$ cat src/core/flash_defs.svh
`ifndef FLASH_DEFS_SVH
`define FLASH_DEFS_SVH
`define OP_WPERMIT      8'h06
`define OP_STATUS       8'h05
`define OP_DUAL_READ    8'hBB
`define OP_PAGE_WIPE    8'h81
`define OP_SECTOR_WIPE  8'h20
`define OP_HALF_WIPE    8'h52
`define OP_BLOCK_WIPE   8'hD8
`define OP_FULL_WIPE_A  8'h60
`define OP_FULL_WIPE_B  8'hC7
`define OP_PAGE_WRITE   8'h02
`define CONT_KEY        2'h2
`define ERASED_BYTE     8'hFF
`define BLOCK_BITS      16
`define CLK_MHZ         20
`define PAGE_WIPE_TIME_US   20000
`define SECTOR_WIPE_TIME_US 30000
`define HALF_WIPE_TIME_US   150000
`define BLOCK_WIPE_TIME_US  200000
`define FULL_WIPE_TIME_US   800000
`define PAGE_WRITE_TIME_US  2000
`endif

$ cat src/core/flash_pkg.sv
package flash_pkg;
  typedef enum logic [2:0] {
    ST_CMD, ST_ADDR, ST_MODE, ST_RDOUT, ST_DATA, ST_STAT, ST_TAIL, ST_IGNORE
  } st_t;
  typedef enum logic [2:0] {
    OP_NONE, OP_PAGE, OP_SECTOR, OP_HALF, OP_BLOCK, OP_FULL, OP_PROG
  } op_t;
  typedef struct packed {
    op_t         kind;
    logic [23:0] addr;
    logic [7:0]  data;
  } array_word_t;
endpackage

$ cat src/core/flash_cmd_engine.sv
`timescale 1ns/1ps
`default_nettype none
`include "flash_defs.svh"

// ==========================================================================
// Array request FIFO
module flash_fifo #(
  parameter int W     = 35,
  parameter int DEPTH = 32
) (
  // Clock and reset
  input  wire logic         core_clk,
  input  wire logic         srst,
  // Fill side
  input  wire logic         in_valid,
  output logic              in_ready,
  input  wire logic [W-1:0] in_data,
  // Drain side
  output logic              out_valid,
  input  wire logic         out_ready,
  output logic [W-1:0]      out_data
);
  localparam int AW = $clog2(DEPTH);
  initial if (DEPTH < 2 || (1 << AW) != DEPTH) $error("DEPTH must be a power of two");
  logic [W-1:0] mem_r [DEPTH];
  logic [AW-1:0] wr_r;
  logic [AW-1:0] rd_r;
  logic [AW:0]   cnt_r;
  wire push = in_valid && in_ready;
  wire pop  = out_valid && out_ready;
  assign in_ready  = cnt_r != (AW+1)'(DEPTH);
  assign out_valid = cnt_r != '0;
  assign out_data  = mem_r[rd_r];
  always_ff @(posedge core_clk)
  begin
    if (srst)
    begin
      wr_r  <= '0;
      rd_r  <= '0;
      cnt_r <= '0;
    end
    else
    begin
      wr_r  <= wr_r + AW'(push);
      rd_r  <= rd_r + AW'(pop);
      cnt_r <= cnt_r + (AW+1)'(push) - (AW+1)'(pop);
    end
  end
  always_ff @(posedge core_clk)
  begin
    if (push)
      mem_r[wr_r] <= in_data;
  end
endmodule

// ==========================================================================
// Serial flash erase and program engine
module flash_cmd_engine #(
  parameter int ADDR_W         = 18,
  parameter int FIFO_DEPTH     = 32,
  parameter int PAGE_WIPE_CYC  = `PAGE_WIPE_TIME_US * `CLK_MHZ,
  parameter int SECT_WIPE_CYC  = `SECTOR_WIPE_TIME_US * `CLK_MHZ,
  parameter int HALF_WIPE_CYC  = `HALF_WIPE_TIME_US * `CLK_MHZ,
  parameter int BLOCK_WIPE_CYC = `BLOCK_WIPE_TIME_US * `CLK_MHZ,
  parameter int FULL_WIPE_CYC  = `FULL_WIPE_TIME_US * `CLK_MHZ,
  parameter int PAGE_WRITE_CYC = `PAGE_WRITE_TIME_US * `CLK_MHZ
) (
  // Clock and reset
  input  wire logic               core_clk,
  input  wire logic               srst,
  // Serial link pins
  input  wire logic               cs_n_pin,
  input  wire logic               sclk_pin,
  input  wire logic               io0_in,
  output logic                    io0_out,
  output logic                    io0_oe_n,
  input  wire logic               io1_in,
  output logic                    io1_out,
  output logic                    io1_oe_n,
  // Protection and status
  input  wire logic               protect_level_bit2,
  input  wire logic               protect_level_bit1,
  input  wire logic               protect_level_bit0,
  output logic                    busy_flag,
  output logic                    write_permit_latch,
  output logic                    continuous_mode,
  // Array read port
  output logic [ADDR_W-1:0]       rd_addr,
  input  wire logic [7:0]         rd_data,
  // Array request stream
  output logic                    arr_valid,
  input  wire logic               arr_ready,
  output flash_pkg::array_word_t  arr_word
);
  initial if (ADDR_W <= `BLOCK_BITS || ADDR_W > 24) $error("ADDR_W out of range");
  initial if (PAGE_WRITE_CYC < 1 || PAGE_WIPE_CYC < 1) $error("Cycle counts must be >= 1");

  // ========================================================================
  // Pin synchronisers and edge detect
  logic [3:0] sync1_r;
  logic [3:0] sync2_r;
  logic       sclk_d_r;
  logic       cs_d_r;
  always_ff @(posedge core_clk)
  begin
    if (srst)
    begin
      sync1_r  <= 4'h1;
      sync2_r  <= 4'h1;
      sclk_d_r <= 1'b0;
      cs_d_r   <= 1'b1;
    end
    else
    begin
      sync1_r  <= {io1_in, io0_in, sclk_pin, cs_n_pin};
      sync2_r  <= sync1_r;
      sclk_d_r <= sync2_r[1];
      cs_d_r   <= sync2_r[0];
    end
  end
  wire cs_s    = sync2_r[0];
  wire io0_s   = sync2_r[2];
  wire io1_s   = sync2_r[3];
  wire rise    = !cs_s && sync2_r[1] && !sclk_d_r;
  wire fall    = !cs_s && !sync2_r[1] && sclk_d_r;
  wire cs_fall = !cs_s && cs_d_r;
  wire cs_rise = cs_s && !cs_d_r;

  // ========================================================================
  // Command state
  flash_pkg::st_t st_r;
  flash_pkg::op_t op_r;
  logic [7:0]  cmd_r;
  logic [7:0]  shift_r;
  logic [2:0]  bitc_r;
  logic [1:0]  nbyte_r;
  logic [23:0] addr_r;
  logic [7:0]  col_r;
  logic        dual_r;
  logic        over_r;
  logic        got_data_r;
  logic        ones_r;
  logic        cont_r;
  logic        busy_r;
  logic        wpl_r;
  logic [2:0]  obit_r;
  logic [7:0]  rd_shift_r;
  logic [23:0] rd_addr_r;
  logic        io0_out_r;
  logic        io1_out_r;
  logic [7:0]  pbuf_r [256];
  logic [255:0] pvalid_r;
  logic [31:0] timer_r;
  logic [15:0] page_r;
  logic [7:0]  didx_r;
  logic        drain_r;
  logic        erase_pend_r;

  wire [2:0] bp       = {protect_level_bit2, protect_level_bit1, protect_level_bit0};
  wire [7:0] nxt_byte = dual_r ? {shift_r[5:0], io1_s, io0_s} : {shift_r[6:0], io0_s};
  wire       byte_done = dual_r ? (bitc_r == 3'h3) : (bitc_r == 3'h7);
  wire [7:0] status   = {3'h0, bp, wpl_r, busy_r};

  // ========================================================================
  // Opcode classes and execution gate
  wire is_erase3 = cmd_r == `OP_PAGE_WIPE || cmd_r == `OP_SECTOR_WIPE
                || cmd_r == `OP_HALF_WIPE || cmd_r == `OP_BLOCK_WIPE;
  wire is_full   = cmd_r == `OP_FULL_WIPE_A || cmd_r == `OP_FULL_WIPE_B;
  wire tail_ok   = st_r == flash_pkg::ST_TAIL && !over_r;
  wire wen_go    = cs_rise && tail_ok && cmd_r == `OP_WPERMIT;
  wire erase_ok  = tail_ok && (is_erase3 || is_full);
  wire prog_ok   = st_r == flash_pkg::ST_DATA && bitc_r == 3'h0 && got_data_r;
  wire [31:0] blk_from_top = 32'((1 << (ADDR_W - `BLOCK_BITS)) - 1)
                           - 32'(addr_r[ADDR_W-1:`BLOCK_BITS]);
  wire region_prot = bp != 3'h0 && blk_from_top < (32'h1 << (bp - 3'h1));
  wire prot_hit  = is_full ? (bp != 3'h0) : region_prot;
  wire exec_go   = cs_rise && (erase_ok || prog_ok) && !busy_r
                && wpl_r && !prot_hit;
  flash_pkg::op_t exec_op;
  assign exec_op = cmd_r == `OP_PAGE_WIPE   ? flash_pkg::OP_PAGE   :
                   cmd_r == `OP_SECTOR_WIPE ? flash_pkg::OP_SECTOR :
                   cmd_r == `OP_HALF_WIPE   ? flash_pkg::OP_HALF   :
                   cmd_r == `OP_BLOCK_WIPE  ? flash_pkg::OP_BLOCK  :
                   is_full                  ? flash_pkg::OP_FULL   :
                                              flash_pkg::OP_PROG;
  wire [31:0] cyc_sel = exec_op == flash_pkg::OP_PAGE   ? 32'(PAGE_WIPE_CYC)  :
                        exec_op == flash_pkg::OP_SECTOR ? 32'(SECT_WIPE_CYC)  :
                        exec_op == flash_pkg::OP_HALF   ? 32'(HALF_WIPE_CYC)  :
                        exec_op == flash_pkg::OP_BLOCK  ? 32'(BLOCK_WIPE_CYC) :
                        exec_op == flash_pkg::OP_FULL   ? 32'(FULL_WIPE_CYC)  :
                                                          32'(PAGE_WRITE_CYC);

  // ========================================================================
  // Serial command decoder
  always_ff @(posedge core_clk)
  begin
    if (srst)
    begin
      st_r       <= flash_pkg::ST_IGNORE;
      cmd_r      <= 8'h00;
      shift_r    <= 8'h00;
      bitc_r     <= 3'h0;
      nbyte_r    <= 2'h0;
      addr_r     <= 24'h00_0000;
      col_r      <= 8'h00;
      dual_r     <= 1'b0;
      over_r     <= 1'b0;
      got_data_r <= 1'b0;
      ones_r     <= 1'b0;
      cont_r     <= 1'b0;
      pvalid_r   <= '0;
    end
    else if (cs_fall)
    begin
      st_r       <= cont_r ? flash_pkg::ST_ADDR : flash_pkg::ST_CMD;
      cmd_r      <= cont_r ? `OP_DUAL_READ : 8'h00;
      dual_r     <= cont_r;
      bitc_r     <= 3'h0;
      nbyte_r    <= 2'h0;
      over_r     <= 1'b0;
      got_data_r <= 1'b0;
      ones_r     <= 1'b1;
    end
    else if (cs_rise)
    begin
      st_r <= flash_pkg::ST_IGNORE;
      if (cont_r && st_r == flash_pkg::ST_ADDR && ones_r)
        cont_r <= 1'b0;
    end
    else if (rise)
    begin
      shift_r <= nxt_byte;
      bitc_r  <= byte_done ? 3'h0 : bitc_r + 3'h1;
      if (!(io0_s && (io1_s || !dual_r)))
        ones_r <= 1'b0;
      case (st_r)
        flash_pkg::ST_CMD:
          if (byte_done)
          begin
            cmd_r <= nxt_byte;
            if (nxt_byte == `OP_STATUS)
              st_r <= flash_pkg::ST_STAT;
            else if (nxt_byte == `OP_DUAL_READ)
            begin
              st_r   <= flash_pkg::ST_ADDR;
              dual_r <= 1'b1;
            end
            else if (nxt_byte == `OP_PAGE_WRITE || nxt_byte == `OP_PAGE_WIPE
                  || nxt_byte == `OP_SECTOR_WIPE || nxt_byte == `OP_HALF_WIPE
                  || nxt_byte == `OP_BLOCK_WIPE)
              st_r <= flash_pkg::ST_ADDR;
            else if (nxt_byte == `OP_WPERMIT || nxt_byte == `OP_FULL_WIPE_A
                  || nxt_byte == `OP_FULL_WIPE_B)
              st_r <= flash_pkg::ST_TAIL;
            else
              st_r <= flash_pkg::ST_IGNORE;
            if (nxt_byte == `OP_PAGE_WRITE && !busy_r)
              pvalid_r <= '0;
          end
        flash_pkg::ST_ADDR:
          if (byte_done)
          begin
            addr_r  <= {addr_r[15:0], nxt_byte};
            nbyte_r <= nbyte_r + 2'h1;
            if (nbyte_r == 2'h2)
            begin
              col_r <= nxt_byte;
              if (cmd_r == `OP_DUAL_READ)
                st_r <= flash_pkg::ST_MODE;
              else if (cmd_r == `OP_PAGE_WRITE)
                st_r <= flash_pkg::ST_DATA;
              else
                st_r <= flash_pkg::ST_TAIL;
            end
          end
        flash_pkg::ST_MODE:
          if (byte_done)
          begin
            cont_r <= nxt_byte[5:4] == `CONT_KEY;
            st_r   <= flash_pkg::ST_RDOUT;
          end
        flash_pkg::ST_DATA:
          if (byte_done)
          begin
            got_data_r <= 1'b1;
            col_r      <= col_r + 8'h01;
            if (!busy_r)
              pvalid_r[col_r] <= 1'b1;
          end
        flash_pkg::ST_TAIL:
          over_r <= 1'b1;
        default:
          over_r <= over_r;
      endcase
    end
  end

  always_ff @(posedge core_clk)
  begin
    if (rise && st_r == flash_pkg::ST_DATA && byte_done && !busy_r)
      pbuf_r[col_r] <= nxt_byte;
  end

  // ========================================================================
  // Serial output for status and dual read
  wire drive_stat = !cs_s && st_r == flash_pkg::ST_STAT;
  wire drive_rd   = !cs_s && st_r == flash_pkg::ST_RDOUT;
  always_ff @(posedge core_clk)
  begin
    if (srst)
    begin
      obit_r     <= 3'h0;
      rd_shift_r <= 8'h00;
      rd_addr_r  <= 24'h00_0000;
      io0_out_r  <= 1'b0;
      io1_out_r  <= 1'b0;
    end
    else if (cs_fall)
      obit_r <= 3'h0;
    else if (rise && st_r == flash_pkg::ST_MODE && byte_done)
      rd_addr_r <= addr_r;
    else if (fall && drive_stat)
    begin
      io1_out_r <= status[3'h7 - obit_r];
      obit_r    <= obit_r + 3'h1;
    end
    else if (fall && drive_rd)
    begin
      obit_r <= obit_r == 3'h3 ? 3'h0 : obit_r + 3'h1;
      if (obit_r == 3'h0)
      begin
        {io1_out_r, io0_out_r} <= rd_data[7:6];
        rd_shift_r             <= {rd_data[5:0], 2'h0};
      end
      else
      begin
        {io1_out_r, io0_out_r} <= rd_shift_r[7:6];
        rd_shift_r             <= {rd_shift_r[5:0], 2'h0};
      end
      if (obit_r == 3'h3)
        rd_addr_r <= rd_addr_r + 24'h00_0001;
    end
  end
  assign io0_out  = io0_out_r;
  assign io1_out  = io1_out_r;
  assign io0_oe_n = !drive_rd;
  assign io1_oe_n = !(drive_rd || drive_stat);
  assign rd_addr  = rd_addr_r[ADDR_W-1:0];

  // ========================================================================
  // Self-timed cycle and array request drain
  flash_pkg::array_word_t push_word;
  logic push_rdy;
  wire push_v     = erase_pend_r || (drain_r && pvalid_r[didx_r]);
  wire cycle_done = busy_r && timer_r == 32'h0000_0000 && !erase_pend_r && !drain_r;
  assign push_word = erase_pend_r ? '{kind: op_r, addr: addr_r, data: `ERASED_BYTE}
                                  : '{kind: flash_pkg::OP_PROG,
                                      addr: {page_r, didx_r}, data: pbuf_r[didx_r]};
  always_ff @(posedge core_clk)
  begin
    if (srst)
    begin
      busy_r       <= 1'b0;
      wpl_r        <= 1'b0;
      op_r         <= flash_pkg::OP_NONE;
      timer_r      <= 32'h0000_0000;
      page_r       <= 16'h0000;
      didx_r       <= 8'h00;
      drain_r      <= 1'b0;
      erase_pend_r <= 1'b0;
    end
    else if (exec_go)
    begin
      busy_r       <= 1'b1;
      wpl_r        <= 1'b0;
      op_r         <= exec_op;
      timer_r      <= cyc_sel - 32'h0000_0001;
      page_r       <= addr_r[23:8];
      didx_r       <= 8'h00;
      drain_r      <= exec_op == flash_pkg::OP_PROG;
      erase_pend_r <= exec_op != flash_pkg::OP_PROG;
    end
    else
    begin
      if (wen_go)
        wpl_r <= 1'b1;
      if (timer_r != 32'h0000_0000)
        timer_r <= timer_r - 32'h0000_0001;
      if (erase_pend_r && push_rdy)
        erase_pend_r <= 1'b0;
      if (drain_r && !erase_pend_r && (!pvalid_r[didx_r] || push_rdy))
      begin
        didx_r <= didx_r + 8'h01;
        if (didx_r == 8'hFF)
          drain_r <= 1'b0;
      end
      if (cycle_done)
        busy_r <= 1'b0;
    end
  end
  assign busy_flag          = busy_r;
  assign write_permit_latch = wpl_r;
  assign continuous_mode    = cont_r;

  flash_fifo #(
    .W     ($bits(flash_pkg::array_word_t)),
    .DEPTH (FIFO_DEPTH)
  ) u_fifo (
    .core_clk  (core_clk),
    .srst      (srst),
    .in_valid  (push_v),
    .in_ready  (push_rdy),
    .in_data   (push_word),
    .out_valid (arr_valid),
    .out_ready (arr_ready),
    .out_data  (arr_word)
  );

  // ========================================================================
  // Assertions
  property p_start_busy;
    @(posedge core_clk) disable iff (srst) exec_go |=> busy_r && !wpl_r;
  endproperty
  a_start_busy: assert property (p_start_busy) else $error("Cycle did not start busy");

  property p_need_latch;
    @(posedge core_clk) disable iff (srst) $rose(busy_r) |-> $past(wpl_r);
  endproperty
  a_need_latch: assert property (p_need_latch) else $error("Cycle began without latch");

  property p_full_prot;
    @(posedge core_clk) disable iff (srst)
      exec_go && is_full |-> bp == 3'h0;
  endproperty
  a_full_prot: assert property (p_full_prot) else $error("Full erase while protected");

  property p_shape;
    @(posedge core_clk) disable iff (srst)
      $rose(busy_r) |-> $past(st_r) == flash_pkg::ST_TAIL && !$past(over_r)
                     || $past(st_r) == flash_pkg::ST_DATA && $past(bitc_r) == 3'h0;
  endproperty
  a_shape: assert property (p_shape) else $error("Cycle from bad select rise");

  property p_busy_hold;
    @(posedge core_clk) disable iff (srst) busy_r && !cycle_done |=> busy_r && $stable(op_r);
  endproperty
  a_busy_hold: assert property (p_busy_hold) else $error("Running cycle disturbed");

  property p_cont_key;
    @(posedge core_clk) disable iff (srst)
      rise && st_r == flash_pkg::ST_MODE && byte_done && !cs_rise && !cs_fall
      |=> cont_r == ($past(nxt_byte[5:4]) == `CONT_KEY);
  endproperty
  a_cont_key: assert property (p_cont_key) else $error("Mode key not applied");

  property p_dual_addr;
    @(posedge core_clk) disable iff (srst)
      rise && dual_r && st_r == flash_pkg::ST_ADDR && !cs_rise && !cs_fall
      |=> shift_r[1:0] == $past({io1_s, io0_s});
  endproperty
  a_dual_addr: assert property (p_dual_addr) else $error("Dual address misaligned");

  property p_stat_drive;
    @(posedge core_clk) disable iff (srst) drive_stat |-> !io1_oe_n && io0_oe_n;
  endproperty
  a_stat_drive: assert property (p_stat_drive) else $error("Status not driven");

  property p_page_addr;
    @(posedge core_clk) disable iff (srst)
      push_v && !erase_pend_r |-> push_word.addr[23:8] == page_r && pvalid_r[didx_r];
  endproperty
  a_page_addr: assert property (p_page_addr) else $error("Program left its page");
endmodule
`default_nettype wire

$ cat config.mk
export PLATFORM = sky130hd
export DESIGN_NAME = flash_cmd_engine
export DESIGN_NICKNAME = d
export VERILOG_FILES = /design/src/core/flash_pkg.sv /design/src/core/flash_cmd_engine.sv
export VERILOG_INCLUDE_DIRS = /design/src /design/src/core
export SDC_FILE = /design/constraint.sdc
export NUM_CORES = 2
export LEC_CHECK = 0
export BUFFER_PORTS_ARGS = -buffer_cell sky130_fd_sc_hd__buf_2
export CELL_PAD_IN_SITES_DETAIL_PLACEMENT = 2
export CELL_PAD_IN_SITES_GLOBAL_PLACEMENT = 2
export CORE_UTILIZATION = 29
export DETAILED_ROUTE_END_ITERATION = 12
export GPL_ROUTABILITY_DRIVEN = 0
export GPL_TIMING_DRIVEN = 0
export PLACE_DENSITY = 0.51
export SLEW_MARGIN = 5
export SYNTH_ARGS = -nofsm -noshare
export SYNTH_HDL_FRONTEND = slang
export SYNTH_SLANG_ARGS = --single-unit
$ cat constraint.sdc
create_clock -name core_clk -period 12.7 [get_ports core_clk]
set_clock_uncertainty 0.2 [all_clocks]
set_input_delay 1.905 -clock core_clk [delete_from_list [all_inputs] [get_ports core_clk]]
set_output_delay 1.905 -clock core_clk [all_outputs]
set_load 0.02 [all_outputs]
Yosys cells after proc, flatten, opt, wreduce, memory -nomap -nowiden
Memory sizes are Yosys's and may differ from the RTL's. A register that Yosys moved wholly into a read port is not among the register bits.
Index checks and enable logic that the tools add are counted.
- add/subtract/negate cells: 15
- magnitude comparators: 5
- equal/unequal tests: 54
- shift-type cells: 1
- multiplexer cells: 95
- bitwise logic cells: 5
- reductions and logical operators: 115
- operators with widths (operator ; count):
    2-to-1 mux 256 bit ; 4
    case mux 256 bit (2 select lines) ; 1
    bitwise OR 256 bit ; 1
    2-to-1 mux 24 bit ; 9
    2-to-1 mux 8 bit ; 13
    equality test 8 bit (second input constant) ; 9
    2-to-1 mux 32 bit ; 2
    2-to-1 mux 3 bit ; 18
    logical AND 1 bit ; 40
    2-to-1 mux 1 bit ; 38
    2-to-1 mux 35 bit ; 1
    nonzero test 2 bit ; 17
    equality test 8 x 7 -> 1 bit (second input constant) ; 4
    zero test 32 bit ; 1
    less-than comparator 32 bit ; 1
    nonzero test 32 bit ; 1
    << shifter 1 x 3 -> 32 bit (first input constant) ; 1
    subtractor 32 x 1 -> 32 bit (second input constant) ; 1
    subtractor 24 x 1 -> 25 bit (second input constant) ; 1
    adder 24 x 1 -> 24 bit (second input constant) ; 1
    equality test 8 x 3 -> 1 bit (second input constant) ; 3
    equality test 3 bit (second input constant) ; 7
    AND reduction 4 bit ; 5
    equality test 3 x 2 -> 1 bit (second input constant) ; 6
    other kinds (43) ; 105
- register bits: 442
- memory bits (writable): 3168
- output and inout bits: 61
- memories kept: 2
- memories (memory ; depth ; width ; read ports ; clocked after Yosys merged registers in ; write ports ; RTL line ; text):
    pbuf_r ; 256 ; 8 ; 1 ; 1 ; 1 ; flash_cmd_engine.sv:151 ; logic [7:0] pbuf_r [256];
    u_fifo.mem_r ; 32 ; 35 ; 1 ; 1 ; 1 ; flash_cmd_engine.sv:25 ; logic [W-1:0] mem_r [DEPTH];

Longest topological paths before layout
- word-level depth: 15
- gate-level depth with buffers: 22

Hierarchy
Synthesis repeated with hierarchy kept, for this count alone.
- cells, all modules: 7353
- area, all modules: 140947.7 µm²
- by module, submodules not included (module ; instances ; cells an instance ; area each (µm²) ; sequential area each (µm²)):
    flash_cmd_engine ; 1 ; 5386 ; 97607.4 ; 70027.2
    flash_fifo ; 1 ; 1967 ; 43340.3 ; 33952.6

Worst setup path after synthesis
OpenSTA, ideal clock, no wires.
- kind: reg2reg
- start: register sync2_r[2]
- end: register pvalid_r[53]
- setup time: 117 ps
- arrival time: 5042 ps
- required time: 12383 ps
- slack: 7341 ps
- stages on the path, launching flop included: 11
- path through: dfxtp_1 -> clkbuf_1 -> nor4_2 -> a21oi_1 -> or4_1 -> buf_4 -> buf_8 -> nor2_8 -> buf_4 -> a21oi_1 -> nor2_1
- cells in the longest elaborated chain, start to end: 5
- RTL lines (element ; RTL line ; text):
    start, declared ; flash_cmd_engine.sv:101 ; logic [3:0] sync2_r;
    start signal, assigned ; flash_cmd_engine.sv:116 ; sync2_r <= sync1_r;
    2-to-1 mux 8 bit ; flash_cmd_engine.sv:160 ; wire [7:0] nxt_byte = dual_r ? {shift_r[5:0], io1_s, io0_s} : {shift_r[6:0], io0_s};
    equality test 8 x 2 -> 1 bit (no line) ; -- ;
    logical AND 1 bit ; flash_cmd_engine.sv:257 ; if (nxt_byte == `OP_PAGE_WRITE && !busy_r)
    != test 2 bit (no line) ; -- ;
    AND reduction 8 bit (no line) ; -- ;
    end signal, assigned ; flash_cmd_engine.sv:211 ; pvalid_r <= '0;
    end signal, assigned ; flash_cmd_engine.sv:258 ; pvalid_r <= '0;
    end signal, assigned by index ; flash_cmd_engine.sv:288 ; pvalid_r[col_r] <= 1'b1;
    end, declared ; flash_cmd_engine.sv:152 ; logic [255:0] pvalid_r;
Every way passes these cells.
A chain may end at the register's enable or synchronous reset.

==> results by group <==
Synthesis
  • Synth Instances: about 7200
  • Post-Syn Area: about 0.14 mm^2
  • Post-synthesis sequential area ratio: 0.737
  • Synth Area per Inst: around 20 um^2
  • Top-count cell post-synth: edfxtp_1
  • YS warnings: 0
  • Yosys reg bits: about 3600
  • Top post-synthesis cells by area: edfxtp_1 67%, mux4_2 17%, dfxtp_1 6.3%, nor2_1 1.8%, a21oi_1 1.4%
  • Netlist cell types: between 80 and 90
  • Syn Nets: 7231
  • Asr flop ratio synth: 0
  • Prevailing post-synth register cell: edfxtp_1
  • Number of enable flip-flop cells after synthesis: 3168
  • Most instantiated cells after synthesis: 3168 x edfxtp_1, 1070 x mux4_2, 689 x nor2_1, 442 x dfxtp_1, 387 x a21oi_1
  • Fraction of post-synthesis cell area in the top cell type by area: 0.674
  • Area leader, netlist: edfxtp_1

Route
  • Vias: approximately 73000
  • Vias/cell: approximately 5.0
  • Antenna viol nets, final: 0
  • Drt drc: 0
  • Drt pass-1 iters: 5
  • Drt first-iter violations: 5700
  • Routed wire length: between 400000 and 500000 um
  • WL/cell: 31.6 um

Clock network
  • CTS resizes: 0
  • Clock transition at path regs: ~60 ps
  • CTS Hold Bufs: 0
  • Clock Path Buffers: 4
  • TritonCTS clock tree: built
  • CTS Buf Count: 410
  • Clock Latency Late Sink: 1010 ps
  • Post-CTS setup buffers: 0
  • Clock Sinks: ~3600
  • CTS Root Cell: clkbuf_16
  • H-tree levels: 5

Finish
  • Fraction of layout cells with a size suffix above 1: 0.260
  • Fillers: 47200
  • Core Util, Final: 0.341
  • Area delta synth->final: 17.0%
  • Multi-input logic area: around 0.035 mm^2
  • Number of nets in the layout: between 7000 and 8000
  • Reg area: a little over 0.1 mm^2

Global route
  • Largest net degree at the start of global routing: approximately 150
  • First-pass GRT wire length: about 640000 um
  • GRT Util Overall: 0.185
  • Initial antenna violation count: 18
  • GR Overflow Total: 0
  • Vias in the first global route: 80200

Floorplan
  • Die area: between 0.4 and 0.5 mm^2
  • Ports: 79
  • Die H: about 700 um
  • # rows: about 260
  • Core area: 0.483 mm^2
  • Die width: approximately 700 um
  • Initial Utilization: 0.292

Worst hold path
  • Cell count of the worst hold path: 1
  • Hold Crit Endpoint: sync2_r[0]
  • Hold Path Origin: sync1_r[0]
  • Worst min path class: flop to flop

Worst setup path
  • Worst EP required: roughly 11000 ps
  • Critical path fanouts, max: 10
  • Crit. End Element: output port
  • R2R cell count: 10
  • Critical R2R Capture: u_fifo.mem_r[30][0]
  • Reg2Reg Setup Slack: ~6000 ps
  • Worst setup SP type: flop
  • Arrival @ worst endpoint: 5670 ps
  • Setup Crit Path Kind: flop to output port

STA
  • Fin. Hold Viols: 0
  • Fmax: approximately 130 MHz
  • Final slew viol count: 0
  • Worst relative slew slack: 0.0791
  • WHS: 213 ps
  • Crit share post-route: 0.613
  • Worst-Margin Slew: approximately 1400 ps
  • Unrepaired setup endpoints after global routing: no
  • Post-route minimum period: between 7000 and 8000 ps
  • TNS Setup: 0 ps
  • Setup-failing EPs final: 0
  • Post-route setup slack: 4920 ps

Power
  • Pwr/cell area: 159 mW/mm^2
  • Final Power: approximately 26000 uW
  • Leakage: around 0.05 uW
  • IR drop worst, VDD: 0.112 mV

Outcome
  • Status: completed

Placement
  • Pre-CTS setup slack: about 5700 ps
  • Final HPWL DP: around 310000 um
  • Number of I/O port buffers: 77

Run
  • Max Cap Violations: 0
[critical path: stages, from the launching register on]
cell,delay (ps)
dfxtp_1,340
clkbuf_1,830
clkbuf_1,820
buf_1,950
mux4_2,620
mux4_2,530
mux2_2,370
buf_2,190
[stage by stage]
step                      instances  cell area (um^2)
after floorplan                7181            141000
after global placement        13700            150000
after detailed placement      13800            152000
after CTS                     14500            165000
after global routing          14500            165000
final                         14500            165000
[logic make-up (layout without fill, tap and decap cells)]
kind of cell               count (synthesis)  count (layout)  synth area share
DFF                                     3610            3610             0.737
xor gates and xnor gates                  40              40           0.00248
buffers and inverters                    503            1429            0.0150
AOI/OAI and AO/OA                        581             581            0.0238
muxes                                   1196            1196             0.180
other                                      0               9                 0
and+or+nand+nor                         1219            1219            0.0385
adders and majority gates                 32              32           0.00289
[final cells by class]
type / count / area share
Antenna cell: 9 / 0.000136
Buffer: 461 / 0.0122
Clock buffer: 524 / 0.0660
Clock inverter: 214 / 0.0120
Inverter: 42 / 0.00127
Multi-Input combinational cell: 3068 / 0.214
Sequential cell: 3610 / 0.630
Tap cell: 6425 / 0.0487
Timing Repair Buffer: 188 / 0.0160
[worst max path at each step]
stage                        start            end  slack, ps
detailed placement  u_fifo.rd_r[0]    arr_word[1]       5740
CTS                 u_fifo.rd_r[0]   arr_word[29]       4620
floorplan               sync2_r[2]   pvalid_r[53]       7340
global placement        sync2_r[2]  pvalid_r[190]       2420
finish              u_fifo.rd_r[0]   arr_word[29]       4920
global route        u_fifo.rd_r[0]   arr_word[29]       4690
[sequential cells by signal, indices dropped and copies added, names as in the netlist, 4 cells and up, named ones only]
| register | count |
|---|---|
| timer_r | 32 |
| page_r | 16 |
| u_fifo.wr_r | 5 |
| addr_r | 24 |
| col_r | 8 |
| didx_r | 8 |
| u_fifo.cnt_r | 6 |
| pbuf_r | 2048 |
| sync2_r | 4 |
| rd_shift_r | 6 |
| pvalid_r | 256 |
| u_fifo.rd_r | 5 |
| cmd_r | 8 |
| sync1_r | 4 |
| rd_addr_r | 18 |
| u_fifo.mem_r | 1120 |
| shift_r | 7 |
[layer usage]
layer	up-vias	global-route usage	wire length, um
li1	30500	-	-
met1	40600	0.244	198000
met2	1391	0.330	237000
met3	552	0.0207	15000
met4	0	0.0389	9740
met5	-	0	0
[placed cells by master, fill, tap and decap left out, drive strengths merged, types with 20 or more instances in the layout]
cell type / synthesis / routed
edfxtp: 3168 / 3168
mux4: 1070 / 1070
clkbuf: 282 / 811
nor2: 705 / 705
dfxtp: 442 / 442
a21oi: 387 / 387
buf: 179 / 362
nand2: 230 / 230
clkinv: 2 / 170
mux2i: 65 / 65
mux2: 61 / 61
nand3: 52 / 52
a211oi: 51 / 51
inv: 40 / 51
o21ai: 46 / 46
nor2b: 38 / 38
nor3: 38 / 38
ha: 31 / 31
bufinv: 0 / 27
and2: 25 / 25
xnor2: 21 / 21
nor4: 21 / 21
and3: 20 / 20
[report_power, final]
group / internal (uW) / switching [uW] / leakage, uW
Combinational: 748 / 1010 / 0.0109
Clock: 6600 / 4960 / 0.00630
Sequential: 12800 / 57.3 / 0.0330
No activity file was read; power rests on OpenSTA's default activity.
